$ cat src/hw/pbf_pkg.sv
// Constants, field layouts, register offsets and states for the packet buffer framer.
// Assumes one clock domain; the host reaches control registers over AXI4-Lite, status through the packet buffer.
// Summary of operation
// RL1 - Packet: status word, byte count, then data.
// RL2 - Data starts at offset four, at most 2043.
// RL3 - Byte count halved equals total words.
// RL4 - Receive count even; odd flag marks last byte.
// RL5 - Transmit count bit zero read as zero.
// RL6 - Software supplies all transmit bytes, addresses too.
// RL7 - Length/type field passes through uninterpreted.
// RL8 - Software builds transmit control byte correctly.
// RL9 - Odd flag decides whether last byte sent.
// RL10 - Per-packet append flag honoured only when suppressing.
// RL11 - Receive control byte: bit six, odd flag.
// RL12 - Receive status written to memory, not register.
// RL13 - Nibble mode: odd nibbles with check fail.
// RL14 - Serial mode: bits not octet multiple, fail.
// RL15 - Check fail on bad sequence or receive error.
// RL16 - Flag oversize above 1518, undersize below 64.
// RL17 - Hash is six top checksum bits of address.
// RL18 - Hash bits select table byte and bit.
// RL19 - Group address with set table bit accepted.
// RL20 - Flag odd length frames and broadcast frames.
// RL21 - Device writes transmit status on completion.
// RL22 - Receive side writes status, count, data, control.
// RL23 - Media select bit chooses serial or nibble.
// RL24 - Suppression set: no check unless byte requests.
// RL25 - Group address when first octet bit zero set.
package pbf_pkg;
  localparam logic [10:0] PBF_DATA_OFS      = 11'h004;
  localparam logic [10:0] PBF_MAX_DATA      = 11'h7fb;
  localparam logic [10:0] PBF_WIRE_MAX      = 11'h5ee;
  localparam logic [10:0] PBF_WIRE_MIN      = 11'h040;
  localparam logic [10:0] PBF_OVERHEAD      = 11'h006;
  localparam int          PBF_TX_ODD_BIT    = 5;
  localparam int          PBF_TX_APPEND_BIT = 4;
  localparam logic [7:0]  PBF_RX_CTRL_BASE  = 8'h40;
  localparam logic [7:0]  PBF_RX_CTRL_ODD   = 8'h20;
  localparam int          PBF_ST_ALIGN      = 15;
  localparam int          PBF_ST_BCAST      = 14;
  localparam int          PBF_ST_BADCHK     = 13;
  localparam int          PBF_ST_ODD        = 12;
  localparam int          PBF_ST_LONG       = 11;
  localparam int          PBF_ST_SHORT      = 10;
  localparam int          PBF_ST_GROUP      = 0;
  localparam int          PBF_HASH_LSB      = 1;
  localparam logic [31:0] PBF_CRC_INIT      = 32'hffffffff;
  localparam logic [31:0] PBF_CRC_POLY      = 32'hedb88320;
  localparam logic [31:0] PBF_CRC_RESIDUE   = 32'hdebb20e3;
  localparam logic [2:0]  PBF_ADDR_LEN      = 3'h6;
  localparam logic [7:0]  PBF_REG_CTRL      = 8'h00;
  localparam logic [7:0]  PBF_REG_MT_LO     = 8'h04;
  localparam logic [7:0]  PBF_REG_MT_HI     = 8'h08;
  localparam logic [7:0]  PBF_REG_RXSTAT    = 8'h0c;
  localparam logic [7:0]  PBF_REG_TXINFO    = 8'h10;
  localparam int          PBF_CTRL_NOAPP    = 0;
  localparam int          PBF_CTRL_MEDIA    = 1;
  localparam logic [1:0]  PBF_RESP_OKAY     = 2'h0;
  localparam logic [1:0]  PBF_RESP_SLVERR   = 2'h2;
  typedef enum logic [1:0] {
    PBF_RX_IDLE = 2'b00,
    PBF_RX_DATA = 2'b01,
    PBF_RX_DONE = 2'b10
  } pbf_rx_state_t;
endpackage

$ cat src/hw/pbf_top.sv
// Receive framer that builds the buffer status word, count and control byte,
// plus transmit control byte decoding, with AXI4-Lite control registers.
// Assumes MAC byte stream and memory writes are in the MCLK domain.
//
// Chosen here: the register offsets and the AXI4-Lite register port.
`timescale 1ns/100ps
module pbf_top (
  input  wire logic        MCLK,
  input  wire logic        RST_B,
  input  wire logic [7:0]  AWADDR,
  input  wire logic        AWVALID,
  output logic             AWREADY,
  input  wire logic [31:0] WDATA,
  input  wire logic [3:0]  WSTRB,
  input  wire logic        WVALID,
  output logic             WREADY,
  output logic [1:0]       BRESP,
  output logic             BVALID,
  input  wire logic        BREADY,
  input  wire logic [7:0]  ARADDR,
  input  wire logic        ARVALID,
  output logic             ARREADY,
  output logic [31:0]      RDATA,
  output logic [1:0]       RRESP,
  output logic             RVALID,
  input  wire logic        RREADY,
  input  wire logic        RX_START,
  input  wire logic        RX_BYTE_VALID,
  input  wire logic [7:0]  RX_BYTE,
  input  wire logic        RX_END,
  input  wire logic        RX_ERR,
  input  wire logic        RX_NIBBLE_ODD,
  input  wire logic [2:0]  RX_BIT_REM,
  output logic             MEM_WE,
  output logic [10:0]      MEM_ADDR,
  output logic [15:0]      MEM_WDATA,
  output logic             MEDIA_SELECT_OUTPUT,
  output logic             RX_ACCEPT,
  input  wire logic [15:0] TX_COUNT_WORD,
  input  wire logic [7:0]  TX_CTRL_BYTE,
  input  wire logic        TX_DONE,
  input  wire logic [15:0] TX_STATUS,
  output logic [10:0]      TX_SEND_LEN,
  output logic             TX_APPEND_CHECK
);
  logic        suppress_check_append_ff;
  logic [63:0] mcast_table_ff;
  logic        tx_stat_pend_ff;
  logic [15:0] tx_stat_ff;
  logic        rx_mem_busy;
  logic        aw_got_ff, w_got_ff;
  logic [7:0]  aw_addr_ff;
  logic [31:0] w_data_ff;
  logic [3:0]  w_strb_ff;
  pbf_pkg::pbf_rx_state_t rx_state_ff;
  logic [31:0] crc_ff, crc_nxt;
  logic [10:0] rx_cnt_ff;
  logic [31:0] dst_crc_ff;
  logic        group_ff, bcast_ff, err_seen_ff;
  logic [7:0]  low_byte_ff;
  logic [1:0]  done_step_ff;
  logic [15:0] status_word;
  logic [5:0]  hash;
  logic        hash_hit;
  logic        bad_check;
  logic        align_err;
  logic [10:0] words_total;

  pbf_crc u_crc (
    .crc_in  (crc_ff),
    .data    (RX_BYTE),
    .crc_out (crc_nxt)
  );

  // Write channel: address and data are taken independently, in either order.
  always_ff @(posedge MCLK or negedge RST_B) begin
    if (!RST_B) begin
      aw_got_ff  <= 1'b0;
      w_got_ff   <= 1'b0;
      aw_addr_ff <= 8'h00;
      w_data_ff  <= 32'h00000000;
      w_strb_ff  <= 4'h0;
      AWREADY    <= 1'b0;
      WREADY     <= 1'b0;
      BVALID     <= 1'b0;
      BRESP      <= pbf_pkg::PBF_RESP_OKAY;
    end else begin
      AWREADY <= !aw_got_ff && !AWREADY && !BVALID;
      WREADY  <= !w_got_ff && !WREADY && !BVALID;
      if (AWVALID && AWREADY) begin
        aw_got_ff  <= 1'b1;
        aw_addr_ff <= AWADDR;
        AWREADY    <= 1'b0;
      end
      if (WVALID && WREADY) begin
        w_got_ff  <= 1'b1;
        w_data_ff <= WDATA;
        w_strb_ff <= WSTRB;
        WREADY    <= 1'b0;
      end
      if (aw_got_ff && w_got_ff && !BVALID) begin
        BVALID    <= 1'b1;
        aw_got_ff <= 1'b0;
        w_got_ff  <= 1'b0;
        if (aw_addr_ff == pbf_pkg::PBF_REG_CTRL || aw_addr_ff == pbf_pkg::PBF_REG_MT_LO ||
            aw_addr_ff == pbf_pkg::PBF_REG_MT_HI) begin
          BRESP <= pbf_pkg::PBF_RESP_OKAY;
        end else begin
          BRESP <= pbf_pkg::PBF_RESP_SLVERR;
        end
      end
      if (BVALID && BREADY) begin
        BVALID <= 1'b0;
      end
    end
  end

  // Register stores; writes land in the cycle the response is raised.
  always_ff @(posedge MCLK or negedge RST_B) begin
    if (!RST_B) begin
      suppress_check_append_ff <= 1'b0;
      MEDIA_SELECT_OUTPUT      <= 1'b0;
      mcast_table_ff           <= 64'h0000000000000000;
    end else if (aw_got_ff && w_got_ff && !BVALID) begin
      if (aw_addr_ff == pbf_pkg::PBF_REG_CTRL && w_strb_ff[0]) begin
        suppress_check_append_ff <= w_data_ff[pbf_pkg::PBF_CTRL_NOAPP];
        MEDIA_SELECT_OUTPUT      <= w_data_ff[pbf_pkg::PBF_CTRL_MEDIA]; // RL23
      end
      for (int b = 0; b < 4; b++) begin
        if (w_strb_ff[b] && aw_addr_ff == pbf_pkg::PBF_REG_MT_LO) begin
          mcast_table_ff[b*8 +: 8] <= w_data_ff[b*8 +: 8];
        end
        if (w_strb_ff[b] && aw_addr_ff == pbf_pkg::PBF_REG_MT_HI) begin
          mcast_table_ff[32 + b*8 +: 8] <= w_data_ff[b*8 +: 8];
        end
      end
    end
  end

  // Read channel answers one cycle after the address is taken.
  always_ff @(posedge MCLK or negedge RST_B) begin
    if (!RST_B) begin
      ARREADY <= 1'b0;
      RVALID  <= 1'b0;
      RDATA   <= 32'h00000000;
      RRESP   <= pbf_pkg::PBF_RESP_OKAY;
    end else begin
      ARREADY <= !ARREADY && !RVALID;
      if (ARVALID && ARREADY) begin
        ARREADY <= 1'b0;
        RVALID  <= 1'b1;
        RRESP   <= pbf_pkg::PBF_RESP_OKAY;
        case (ARADDR)
          pbf_pkg::PBF_REG_CTRL:   RDATA <= {30'h0, MEDIA_SELECT_OUTPUT, suppress_check_append_ff};
          pbf_pkg::PBF_REG_MT_LO:  RDATA <= mcast_table_ff[31:0];
          pbf_pkg::PBF_REG_MT_HI:  RDATA <= mcast_table_ff[63:32];
          // Receive status lives only in the packet, so its offset decodes as unmapped.
          pbf_pkg::PBF_REG_TXINFO: RDATA <= {19'h0, TX_APPEND_CHECK, 1'b0, TX_SEND_LEN};
          default: begin
            RDATA <= 32'h00000000;
            RRESP <= pbf_pkg::PBF_RESP_SLVERR;
          end
        endcase
      end
      if (RVALID && RREADY) begin
        RVALID <= 1'b0;
      end
    end
  end

  // Transmit decode: the packet body is software's, sent as stored, addresses included.
  always_ff @(posedge MCLK or negedge RST_B) begin
    if (!RST_B) begin
      TX_SEND_LEN     <= 11'h000;
      TX_APPEND_CHECK <= 1'b1;
    end else begin
      // Count minus header and control word gives even data bytes; odd flag adds one.
      TX_SEND_LEN <= {TX_COUNT_WORD[10:1], 1'b0} - pbf_pkg::PBF_OVERHEAD // RL5 RL1 RL6 RL7
                     + {10'h0, TX_CTRL_BYTE[pbf_pkg::PBF_TX_ODD_BIT]}; // RL9
      TX_APPEND_CHECK <= !suppress_check_append_ff || // RL10
                         TX_CTRL_BYTE[pbf_pkg::PBF_TX_APPEND_BIT]; // RL24
    end
  end

  // The checksum register runs bit-reversed, so the six top checksum bits are
  // its six low bits taken in reverse order.
  assign hash        = {dst_crc_ff[0], dst_crc_ff[1], dst_crc_ff[2],
                        dst_crc_ff[3], dst_crc_ff[4], dst_crc_ff[5]}; // RL17
  assign hash_hit    = mcast_table_ff[{hash[5:3], hash[2:0]}]; // RL18
  assign bad_check   = (crc_ff != pbf_pkg::PBF_CRC_RESIDUE) || err_seen_ff; // RL15
  assign align_err   = bad_check && (MEDIA_SELECT_OUTPUT ? RX_NIBBLE_ODD // RL13
                                                         : (RX_BIT_REM != 3'h0)); // RL14
  assign words_total = (rx_cnt_ff + pbf_pkg::PBF_OVERHEAD) >> 1;
  assign status_word = {align_err, bcast_ff, bad_check, rx_cnt_ff[0], // RL20
                        rx_cnt_ff > pbf_pkg::PBF_WIRE_MAX, // RL16
                        rx_cnt_ff < pbf_pkg::PBF_WIRE_MIN,
                        3'h0, hash, group_ff};

  // The receive engine owns the write port; a transmit status waits for a free cycle.
  assign rx_mem_busy = (rx_state_ff == pbf_pkg::PBF_RX_DONE) ||
                       (rx_state_ff == pbf_pkg::PBF_RX_DATA && RX_BYTE_VALID &&
                        rx_cnt_ff < pbf_pkg::PBF_MAX_DATA && rx_cnt_ff[0]);

  // Transmit completion status is held until it can go into the packet's first word.
  always_ff @(posedge MCLK or negedge RST_B) begin
    if (!RST_B) begin
      tx_stat_pend_ff <= 1'b0;
      tx_stat_ff      <= 16'h0000;
    end else if (TX_DONE) begin
      tx_stat_pend_ff <= 1'b1; // RL21
      tx_stat_ff      <= TX_STATUS;
    end else if (!rx_mem_busy) begin
      tx_stat_pend_ff <= 1'b0;
    end
  end

  // Receive engine: data words first, then control byte, count and status last.
  always_ff @(posedge MCLK or negedge RST_B) begin
    if (!RST_B) begin
      rx_state_ff    <= pbf_pkg::PBF_RX_IDLE;
      crc_ff         <= pbf_pkg::PBF_CRC_INIT;
      dst_crc_ff     <= pbf_pkg::PBF_CRC_INIT;
      rx_cnt_ff      <= 11'h000;
      group_ff       <= 1'b0;
      bcast_ff       <= 1'b0;
      err_seen_ff    <= 1'b0;
      low_byte_ff    <= 8'h00;
      done_step_ff   <= 2'h0;
      MEM_WE         <= 1'b0;
      MEM_ADDR       <= 11'h000;
      MEM_WDATA      <= 16'h0000;
      RX_ACCEPT      <= 1'b0;
    end else begin
      MEM_WE <= 1'b0;
      case (rx_state_ff)
        pbf_pkg::PBF_RX_IDLE: begin
          if (RX_START) begin
            rx_state_ff <= pbf_pkg::PBF_RX_DATA;
            crc_ff      <= pbf_pkg::PBF_CRC_INIT;
            rx_cnt_ff   <= 11'h000;
            bcast_ff    <= 1'b1;
            group_ff    <= 1'b0;
            err_seen_ff <= 1'b0;
            RX_ACCEPT   <= 1'b0;
          end
        end
        pbf_pkg::PBF_RX_DATA: begin
          if (RX_ERR) begin
            err_seen_ff <= 1'b1; // RL15
          end
          if (RX_BYTE_VALID && rx_cnt_ff < pbf_pkg::PBF_MAX_DATA) begin // RL2
            crc_ff    <= crc_nxt;
            rx_cnt_ff <= rx_cnt_ff + 11'h001;
            if (rx_cnt_ff < {8'h0, pbf_pkg::PBF_ADDR_LEN}) begin
              bcast_ff <= bcast_ff && (RX_BYTE == 8'hff); // RL20
              if (rx_cnt_ff == 11'h000) begin
                group_ff <= RX_BYTE[0]; // RL25
              end
            end
            if (rx_cnt_ff == {8'h0, pbf_pkg::PBF_ADDR_LEN} - 11'h001) begin
              dst_crc_ff <= crc_nxt;
            end
            if (rx_cnt_ff[0]) begin
              MEM_WE    <= 1'b1;
              MEM_ADDR  <= pbf_pkg::PBF_DATA_OFS + {rx_cnt_ff[10:1], 1'b0};
              MEM_WDATA <= {RX_BYTE, low_byte_ff};
            end else begin
              low_byte_ff <= RX_BYTE;
            end
          end
          if (RX_END) begin
            rx_state_ff  <= pbf_pkg::PBF_RX_DONE;
            done_step_ff <= 2'h0;
          end
        end
        pbf_pkg::PBF_RX_DONE: begin
          done_step_ff <= done_step_ff + 2'h1;
          MEM_WE       <= 1'b1;
          case (done_step_ff)
            2'h0: begin
              // Control word holds a leftover odd byte low and the control byte high.
              MEM_ADDR  <= pbf_pkg::PBF_DATA_OFS + {rx_cnt_ff[10:1], 1'b0};
              MEM_WDATA <= {pbf_pkg::PBF_RX_CTRL_BASE | // RL11 RL22
                            (rx_cnt_ff[0] ? pbf_pkg::PBF_RX_CTRL_ODD : 8'h00),
                            rx_cnt_ff[0] ? low_byte_ff : 8'h00};
            end
            2'h1: begin
              MEM_ADDR  <= 11'h002;
              MEM_WDATA <= {4'h0, words_total, 1'b0}; // RL3 RL4
            end
            default: begin
              MEM_ADDR       <= 11'h000;
              MEM_WDATA      <= status_word; // RL12 RL1
              RX_ACCEPT      <= group_ff && hash_hit; // RL19
              rx_state_ff    <= pbf_pkg::PBF_RX_IDLE;
            end
          endcase
        end
        default: begin
          rx_state_ff <= pbf_pkg::PBF_RX_IDLE;
        end
      endcase
      if (tx_stat_pend_ff && !rx_mem_busy) begin
        MEM_WE    <= 1'b1;
        MEM_ADDR  <= 11'h000;
        MEM_WDATA <= tx_stat_ff; // RL21
      end
    end
  end
endmodule // pbf_top

$ cat src/hw/pbf_crc.sv
// Bytewise Ethernet checksum step, reflected polynomial.
// Assumes the caller holds the running value and seeds it.
`timescale 1ns/100ps
module pbf_crc (
  input  wire logic [31:0] crc_in,
  input  wire logic [7:0]  data,
  output logic      [31:0] crc_out
);
  always_comb begin
    logic [31:0] c;
    c = crc_in;
    for (int i = 0; i < 8; i++) begin
      if (c[0] ^ data[i]) begin
        c = (c >> 1) ^ pbf_pkg::PBF_CRC_POLY;
      end else begin
        c = c >> 1;
      end
    end
    crc_out = c;
  end
endmodule // pbf_crc

$ cat config.mk
export PLATFORM = sky130hd
export DESIGN_NAME = pbf_top
export DESIGN_NICKNAME = d
export VERILOG_FILES = /design/src/hw/pbf_pkg.sv /design/src/hw/pbf_top.sv /design/src/hw/pbf_crc.sv
export SDC_FILE = /design/constraint.sdc
export NUM_CORES = 1
export LEC_CHECK = 0
export BUFFER_PORTS_ARGS = -buffer_cell sky130_fd_sc_hd__buf_4
export CAP_MARGIN = 20
export CORE_MARGIN = 1.5
export CORE_UTILIZATION = 50
export DETAILED_ROUTE_END_ITERATION = 8
export GPL_ROUTABILITY_DRIVEN = 0
export GPL_TIMING_DRIVEN = 0
export PLACE_DENSITY = 0.72
export RECOVER_POWER = 50
export SYNTH_ARGS = -nofsm -noshare
export SYNTH_HDL_FRONTEND = slang
export SYNTH_SLANG_ARGS = --single-unit
$ cat constraint.sdc
create_clock -name MCLK -period 5.9 [get_ports MCLK]
set_input_delay 0.885 -clock MCLK [delete_from_list [all_inputs] [get_ports MCLK]]
set_output_delay 0.885 -clock MCLK [all_outputs]
set_load 0.02 [all_outputs]
==> results.yml, run 1 <==
layout:
  n_antenna_cell: 0
  nFillCells: 2040
  nets: 1452
  final_cell_mix: "233 x dfrtp_1, 182 x buf_4, 128 x mux2_2"
  multiInputGateArea_um2: 5730
  syn_to_final_growth_pct: 21.8
  seq_area_um2: 6860
  drive_above_1_share: 0.339
  final_common_cell: "dfrtp_1"
  fin_area_um2: 15800
timing:
  layout_setup_ws_ns: 2.41
  fmax_mhz: 287
  rsz0062_at_grt: "no"
  fin_crit_ns: 3.49
  slew_violations: 122
  worstMarginPinSlew_ns: 2.93
  hold_viol: 0
  skew_ns: 0.0223
  hold_slack_ns: 0.281
  min_period_over_period: 0.592
  setup_viol: 0
  slew_headroom: -0.952
  tns_ns: 0
detailed_routing:
  via_per_inst: 5.71
  antenna_left: 0
  drt-initial-drc-count: 787
  wl_per_cell_um: 20.2
  drc: 0
  wl_um: 33700
  first_pass_iters: 5
  num_vias: 9535
critical_path:
  worstPathArrival_ns: 3.51
  path_class: "input port to async pin"
  crit_chain: "buf_8 -> clkbuf_2"
  cp.required_ns: 5.92
  rr_worst_depth: 8
  cp.depth: 2
  crit_end: "tx_stat_ff[3]$_DFFE_PN0P_"
  slowest_delay_ns: 2.07
  startpoint: "RST_B"
  crit_path_start_kind: "input port"
  r2r-start: "rx_cnt_ff[2]$_DFFE_PN0P_"
  reg2reg_to: "MEM_WDATA[4]$_DFFE_PN0P_"
  path_buf_inv: 2
  cp_slowest_cell: "clkbuf_2"
  crit_family: "buffers and inverters"
  worst-r2r-setup-slack_ns: 3.24
  path_max_fanout: 121
  cp-end-kind: "async pin"
place:
  io_buffers: 181
  dpl_cell_area_um2: 14800
  place_hpwl_um: 24600
  detailedPlace.worstSlack_ns: 2.88
power:
  power_w: 0.00725
  p_per_area_nw_per_um2: 460
  vdd_drop_max_uv: 266
  leakage_nw: 7.04
global_route:
  grt_pass1_wl_um: 53500
  overflow: 0
  antenna_found_initial: 0
  grt_max_degree: 122
  grt_usage: 0.258
  grt_pass1_vias: 9833
floorplanning:
  die_w_um: 164
  die_y_um: 164
  std_cell_rows: 58
  core_area_um2: 25300
  die_area_um2: 26800
  io_pins: 199
  start_util: 0.512
hold_path:
  worstHoldPathType: "input port to async pin"
synthesis:
  syn_avg_cell_area_um2: 11.7
  synth_seq_area_share: 0.530
  synthFlopType: "dfrtp_1"
  synth_edf_count: 0
  synthDistinctLibCells: 68
  synth_seq_cells: 272
  synth-async-reset-ratio: 1.00
  syn_inst: 1103
  netlist_area_um2: 12900
  yosys_warnings: 0
clock_network:
  clock_sinks: 272
  cts_root_buf: "clkbuf_16"
  h-tree-depth: 1
  cts_made_buffers: 28
  tritoncts: "built"
  clk_latency_ns: 0.57
  cts_buffer_depth: 3
  cts_resized: 0
  clk_pin_slew_ns: 0.07
  post-cts-setup-buffers: 0
  hold_buffers: 0
outcome:
  violations: "capacitance limit, slew limit"
  outcome: "finished with violations"
run:
  max_cap_viol_count: 1
state kept, by name, indices dropped and copies added (netlist names), 2 cells and up:
name / count
aw_addr_ff: 8
rx_state_ff: 2
low_byte_ff: 8
w_strb_ff: 4
crc_ff: 32
rx_cnt_ff: 11
MEM_ADDR: 10
dst_crc_ff: 6
done_step_ff: 2
tx_stat_ff: 16
mcast_table_ff: 64
TX_SEND_LEN: 11
RDATA: 32
w_data_ff: 32
MEM_WDATA: 16
layout make-up:
type,instances,area share
buffer,59,0.0165
clock buffer,34,0.0485
clock inverter,18,0.0150
inverter,26,0.00620
multi-input combinational,748,0.364
sequential,272,0.435
tap,330,0.0262
timing repair buffer,183,0.0886
cell usage after synthesis (9+ instances only):
cell,number,area [um2]
mux4_2,18,405
dfstp_2,39,1020
nand4_1,12,75.1
clkbuf_1,33,124
o21ai_0,23,115
a222oi_1,10,100
dfrtp_1,233,5830
ha_1,18,225
o2bb2ai_1,9,78.8
a21oi_1,41,205
nand2_1,97,364
a22oi_1,22,165
xor2_1,29,254
o21ai_1,41,205
a31oi_1,24,150
inv_1,25,93.8
buf_2,16,80.1
mux2_2,128,1440
nand3_1,14,70.1
nor3_1,13,65.1
nor2_1,84,315
mux2i_1,11,110
xnor2_1,60,526
power breakdown:
part,internal (W),switching [W]
registers,0.00239,0.000403
logic,0.00111,0.00146
clock network,0.00111,0.000782
logic make-up after synthesis:
kind of cell	after synthesis	share of synthesized area
xor gates and xnor gates	99	0.0737
AOI/OAI and AO/OA	205	0.102
buffers and inverters	85	0.0277
muxes	165	0.158
other	1	0.000290
adders and majority gates	19	0.0182
and+or+nand+nor	257	0.0902
DFF	272	0.530
worst reg2reg max path, cell delays in order, from the launching register on:
cell and delay, ns:
dfrtp_1 0.54, inv_1 0.21, ha_1 0.24, nor2_1 0.13
o311ai_2 0.15, a21oi_1 0.46, clkbuf_1 0.45, o2111ai_1 0.22
a21oi_1 0.19
per-stage QoR:
stage / cells / util
detailed placement: 1618 / 0.585
global route: 1670 / 0.624
floorplan: 1105 / -
global placement: 1616 / 0.583
CTS: 1670 / 0.625
finish: 1670 / 0.624
per-layer routing:
metal	up-vias	track usage	wire length, um
li1	4349	-	-
met1	4814	0.356	14500
met2	301	0.421	16200
met3	71	0.0381	1850
met4	0	0.0818	1050
met5	-	0	0
worst min path at each step:
stage	cells after the start	start	endpoint	slack (ns)
4_1_cts	1	RST_B	w_data_ff[6]$_DFFE_PN0P_	0.30
3_3_place_gp	1	RVALID$_DFFE_PN0P_	ARREADY$_DFF_PN0_	0.47
3_5_place_dp	1	RVALID$_DFFE_PN0P_	ARREADY$_DFF_PN0_	0.45
2_1_floorplan	1	suppress_check_append_ff$_DFFE_PN0P_	TX_APPEND_CHECK$_DFF_PN1_	0.39
5_1_grt	1	RST_B	w_data_ff[6]$_DFFE_PN0P_	0.32
6_report	1	RST_B	mcast_table_ff[37]$_DFFE_PN0P_	0.28
(Power assumes the default switching activity.)
==> inputs of run 2 (changes only) <==
--- a/config.mk
+++ b/config.mk
@@ -5,6 +5,7 @@
 export SDC_FILE = /design/constraint.sdc
 export NUM_CORES = 1
 export LEC_CHECK = 0
+export ABC_AREA = 1
 export BUFFER_PORTS_ARGS = -buffer_cell sky130_fd_sc_hd__buf_4
 export CAP_MARGIN = 20
 export CORE_MARGIN = 1.5
@@ -12,7 +13,7 @@
 export DETAILED_ROUTE_END_ITERATION = 8
 export GPL_ROUTABILITY_DRIVEN = 0
 export GPL_TIMING_DRIVEN = 0
-export PLACE_DENSITY = 0.72
+export PLACE_DENSITY = 0.74
 export RECOVER_POWER = 50
 export SYNTH_ARGS = -nofsm -noshare
 export SYNTH_HDL_FRONTEND = slang
==> constraint.sdc (replaced) <==
create_clock -name MCLK -period 2.95 [get_ports MCLK]
set_input_delay 0.4425 -clock MCLK [delete_from_list [all_inputs] [get_ports MCLK]]
set_output_delay 0.4425 -clock MCLK [all_outputs]
set_load 0.02 [all_outputs]
==> run 2 against run 1 <==
- the flow now finishes without violations
- non-clock buffer count is 9 higher
- synthesized area grew 8.6%
- clock skew down 0.0066 ns
- worst hold slack worse by 0.22 ns
- count of clock-buffer cells in the layout up 10
- sequential cell count stayed put
- largest cell class unchanged
- highest routed layer unchanged
==> results.yml, run 2 <==
critical_path:
  path_buf_inv: 4
  worstPathArrival_ns: 2.76
  worst-r2r-setup-slack_ns: 0.67
  cp.required_ns: 3.43
  crit_chain: "inv_1 -> ha_1 -> inv_1 -> nor2_1 -> a21oi_1 -> nand2_4 -> inv_2 -> buf_2 -> nand3_1 -> nand3_1"
  crit_family: "buffers and inverters"
  slowest_delay_ns: 0.46
  cp-end-kind: "flop"
  cp_slowest_cell: "a21oi_1"
  crit_path_start_kind: "flop"
  r2r-start: "rx_state_ff[0]$_DFFE_PN0P_"
  path_class: "flop to flop"
  reg2reg_to: "crc_ff[15]$_DFFE_PN1P_"
  rr_worst_depth: 10
  path_max_fanout: 10
timing:
  slew_violations: 0
  worstMarginPinSlew_ns: 0.730
  hold_slack_ns: 0.0575
  skew_ns: 0.0157
  slew_headroom: 0.513
  min_period_over_period: 0.773
  setup_viol: 0
  fmax_mhz: 438
  fin_crit_ns: 2.28
  rsz0062_at_grt: "no"
  hold_viol: 0
hold_path:
  min_to: "RVALID$_DFFE_PN0P_"
  hold-path-cell-count: 2
  min_from: "RREADY"
  worstHoldPathType: "input port to flop"
layout:
  largest_reg_flops: 64
  n_antenna_cell: 0
  drive_above_1_share: 0.143
  final_cell_mix: "639 x nand2_1, 233 x dfrtp_1, 204 x inv_1"
  final_common_cell: "nand2_1"
  nets: 2147
  top_register: "mcast_table_ff"
  nFillCells: 2543
  layout.cells.non_filler: 2412
  syn_to_final_growth_pct: 18.7
synthesis:
  yosys-top-cells-count: "639 x nand2_1, 233 x dfrtp_1, 202 x inv_1"
  yosys_warnings: 0
  synth.most_common_cell: "nand2_1"
  ys_top_cells_by_area: "dfrtp_1 41%, nand2_1 17%, dfstp_2 7.3%, o21ai_0 5.6%, inv_1 5.4%"
  synth_edf_count: 0
  syn_inst: 1794
  synth_top_area_cell: "dfrtp_1"
  synth_seq_cells: 272
  synth_seq_area_share: 0.488
  synthDistinctLibCells: 47
  synth_top_cell_area_share: 0.415
  netlist_area_um2: 14100
  synthFlopType: "dfrtp_1"
  syn_avg_cell_area_um2: 7.83
  synth-async-reset-ratio: 1.00
global_route:
  antenna_found_initial: 0
  overflow: 0
  grt_pass1_vias: 12400
  grt_pass1_wl_um: 62300
  grt_usage: 0.270
  grt_max_degree: 116
detailed_routing:
  drt-initial-drc-count: 1275
  wl_um: 39000
  wl_per_cell_um: 16.2
  drc: 0
  num_vias: 12800
  first_pass_iters: 6
  antenna_left: 0
  via_per_inst: 5.30
run:
  max_cap_viol_count: 0
clock_network:
  clock_sinks: 272
  post-cts-setup-buffers: 0
  clk_pin_slew_ns: 0.06
  tritoncts: "built"
  clk_latency_ns: 0.56
  h-tree-depth: 1
  cts_root_buf: "clkbuf_16"
  cts_buffer_depth: 3
  cts_made_buffers: 29
power:
  p_per_area_nw_per_um2: 892
  leakage_nw: 8.03
  vdd_drop_max_uv: 476
floorplanning:
  io_pins: 199
  core_area_um2: 27700
  die_w_um: 171
  die_area_um2: 29100
  die_y_um: 171
  std_cell_rows: 61
  start_util: 0.507
outcome:
  outcome: "finished clean"
place:
  place_inst: 2358
  place_hpwl_um: 29100
  io_buffers: 182
## run 2: cell types whose count changed after synthesis, moves of 16 or more
cell	change
a22oi_1	-16
a31oi_1	-22
inv_1	+177
mux2_2	-128
mux4_2	-18
nand2_1	+542
nand3_1	+94
o21ai_0	+135
o21ai_1	-27
o22ai_1	+30
xnor2_1	-49
## run 2: power by group
part           internal, W  switching [W]
sequential         0.00484       0.000655
combinational      0.00187        0.00384
clock              0.00220        0.00148
## run 2: worst max-delay path by stage
| stage | cells past startpoint | slack, ns | from | endpoint |
|---|---|---|---|---|
| final | 10 | 0.67 | rx_state_ff[0]$_DFFE_PN0P_ | crc_ff[15]$_DFFE_PN1P_ |
| after global routing | 10 | 0.49 | rx_state_ff[0]$_DFFE_PN0P_ | crc_ff[15]$_DFFE_PN1P_ |
| after CTS | 10 | 0.67 | rx_state_ff[0]$_DFFE_PN0P_ | crc_ff[15]$_DFFE_PN1P_ |
| after detailed placement | 10 | 0.70 | rx_state_ff[0]$_DFFE_PN0P_ | crc_ff[15]$_DFFE_PN1P_ |
| after global placement | 1 | -0.82 | RST_B | TX_SEND_LEN[10]$_DFF_PN0_ |
| after floorplan | 11 | 1.27 | rx_cnt_ff[1]$_DFFE_PN0P_ | MEM_WDATA[7]$_DFFE_PN0P_ |
## run 2: what timing repair did
action	CTS	global route
hold endpoints to repair	35	0
resized for setup	0	0
hold buffers	2	0
## run 2: through the flow
| step | setup slack, ns | power [W] | setup TNS, ns | cell area, um2 | utilization |
|---|---|---|---|---|---|
| finish | 0.669 | 0.0149 | 0 | 16700 | 0.602 |
| global route | 0.490 | 0.0158 | 0 | 16700 | 0.602 |
| CTS | 0.671 | 0.0150 | 0 | 17000 | 0.612 |
| detailed placement | 0.698 | 0.0113 | 0 | 16000 | 0.576 |
| global placement | -0.819 | 0.0111 | -185.96 | 15900 | 0.574 |
| floorplan | 1.27 | 0.00938 | 0 | 14100 | - |
## run 2: final cells by class
class,count,area [um2],share of cell area
buffer,65,355,0.0213
clock buffer,44,872,0.0523
clock inverter,8,100,0.00600
inverter,218,818,0.0491
multi-input combinational,1241,6030,0.362
sequential,272,6860,0.411
tap,378,473,0.0284
timing repair buffer,186,1170,0.0702
## run 2: logic make-up (layout without fill, tap and decap cells)
group	Yosys count	in the layout	share of synthesized area
buffers and inverters	283	521	0.0835
AND/OR/NAND/NOR	902	902	0.272
flip-flops	272	272	0.488
adder cells (fa/ha/maj)	18	18	0.0160
XOR/XNOR	58	58	0.0396
AO/OA/AOI/OAI	260	260	0.100
other	1	3	0.000267
## run 2: per-layer routing
| layer | global-route usage | wire length, um | part of all wire | vias up |
|---|---|---|---|---|
| met5 | 0 | 0 | 0 | - |
| met4 | 0.119 | 1690 | 0.043 | 0 |
| met3 | 0.0400 | 2720 | 0.070 | 112 |
| met2 | 0.442 | 18100 | 0.46 | 529 |
| met1 | 0.356 | 16500 | 0.42 | 6023 |
| li1 | - | - | - | 6118 |
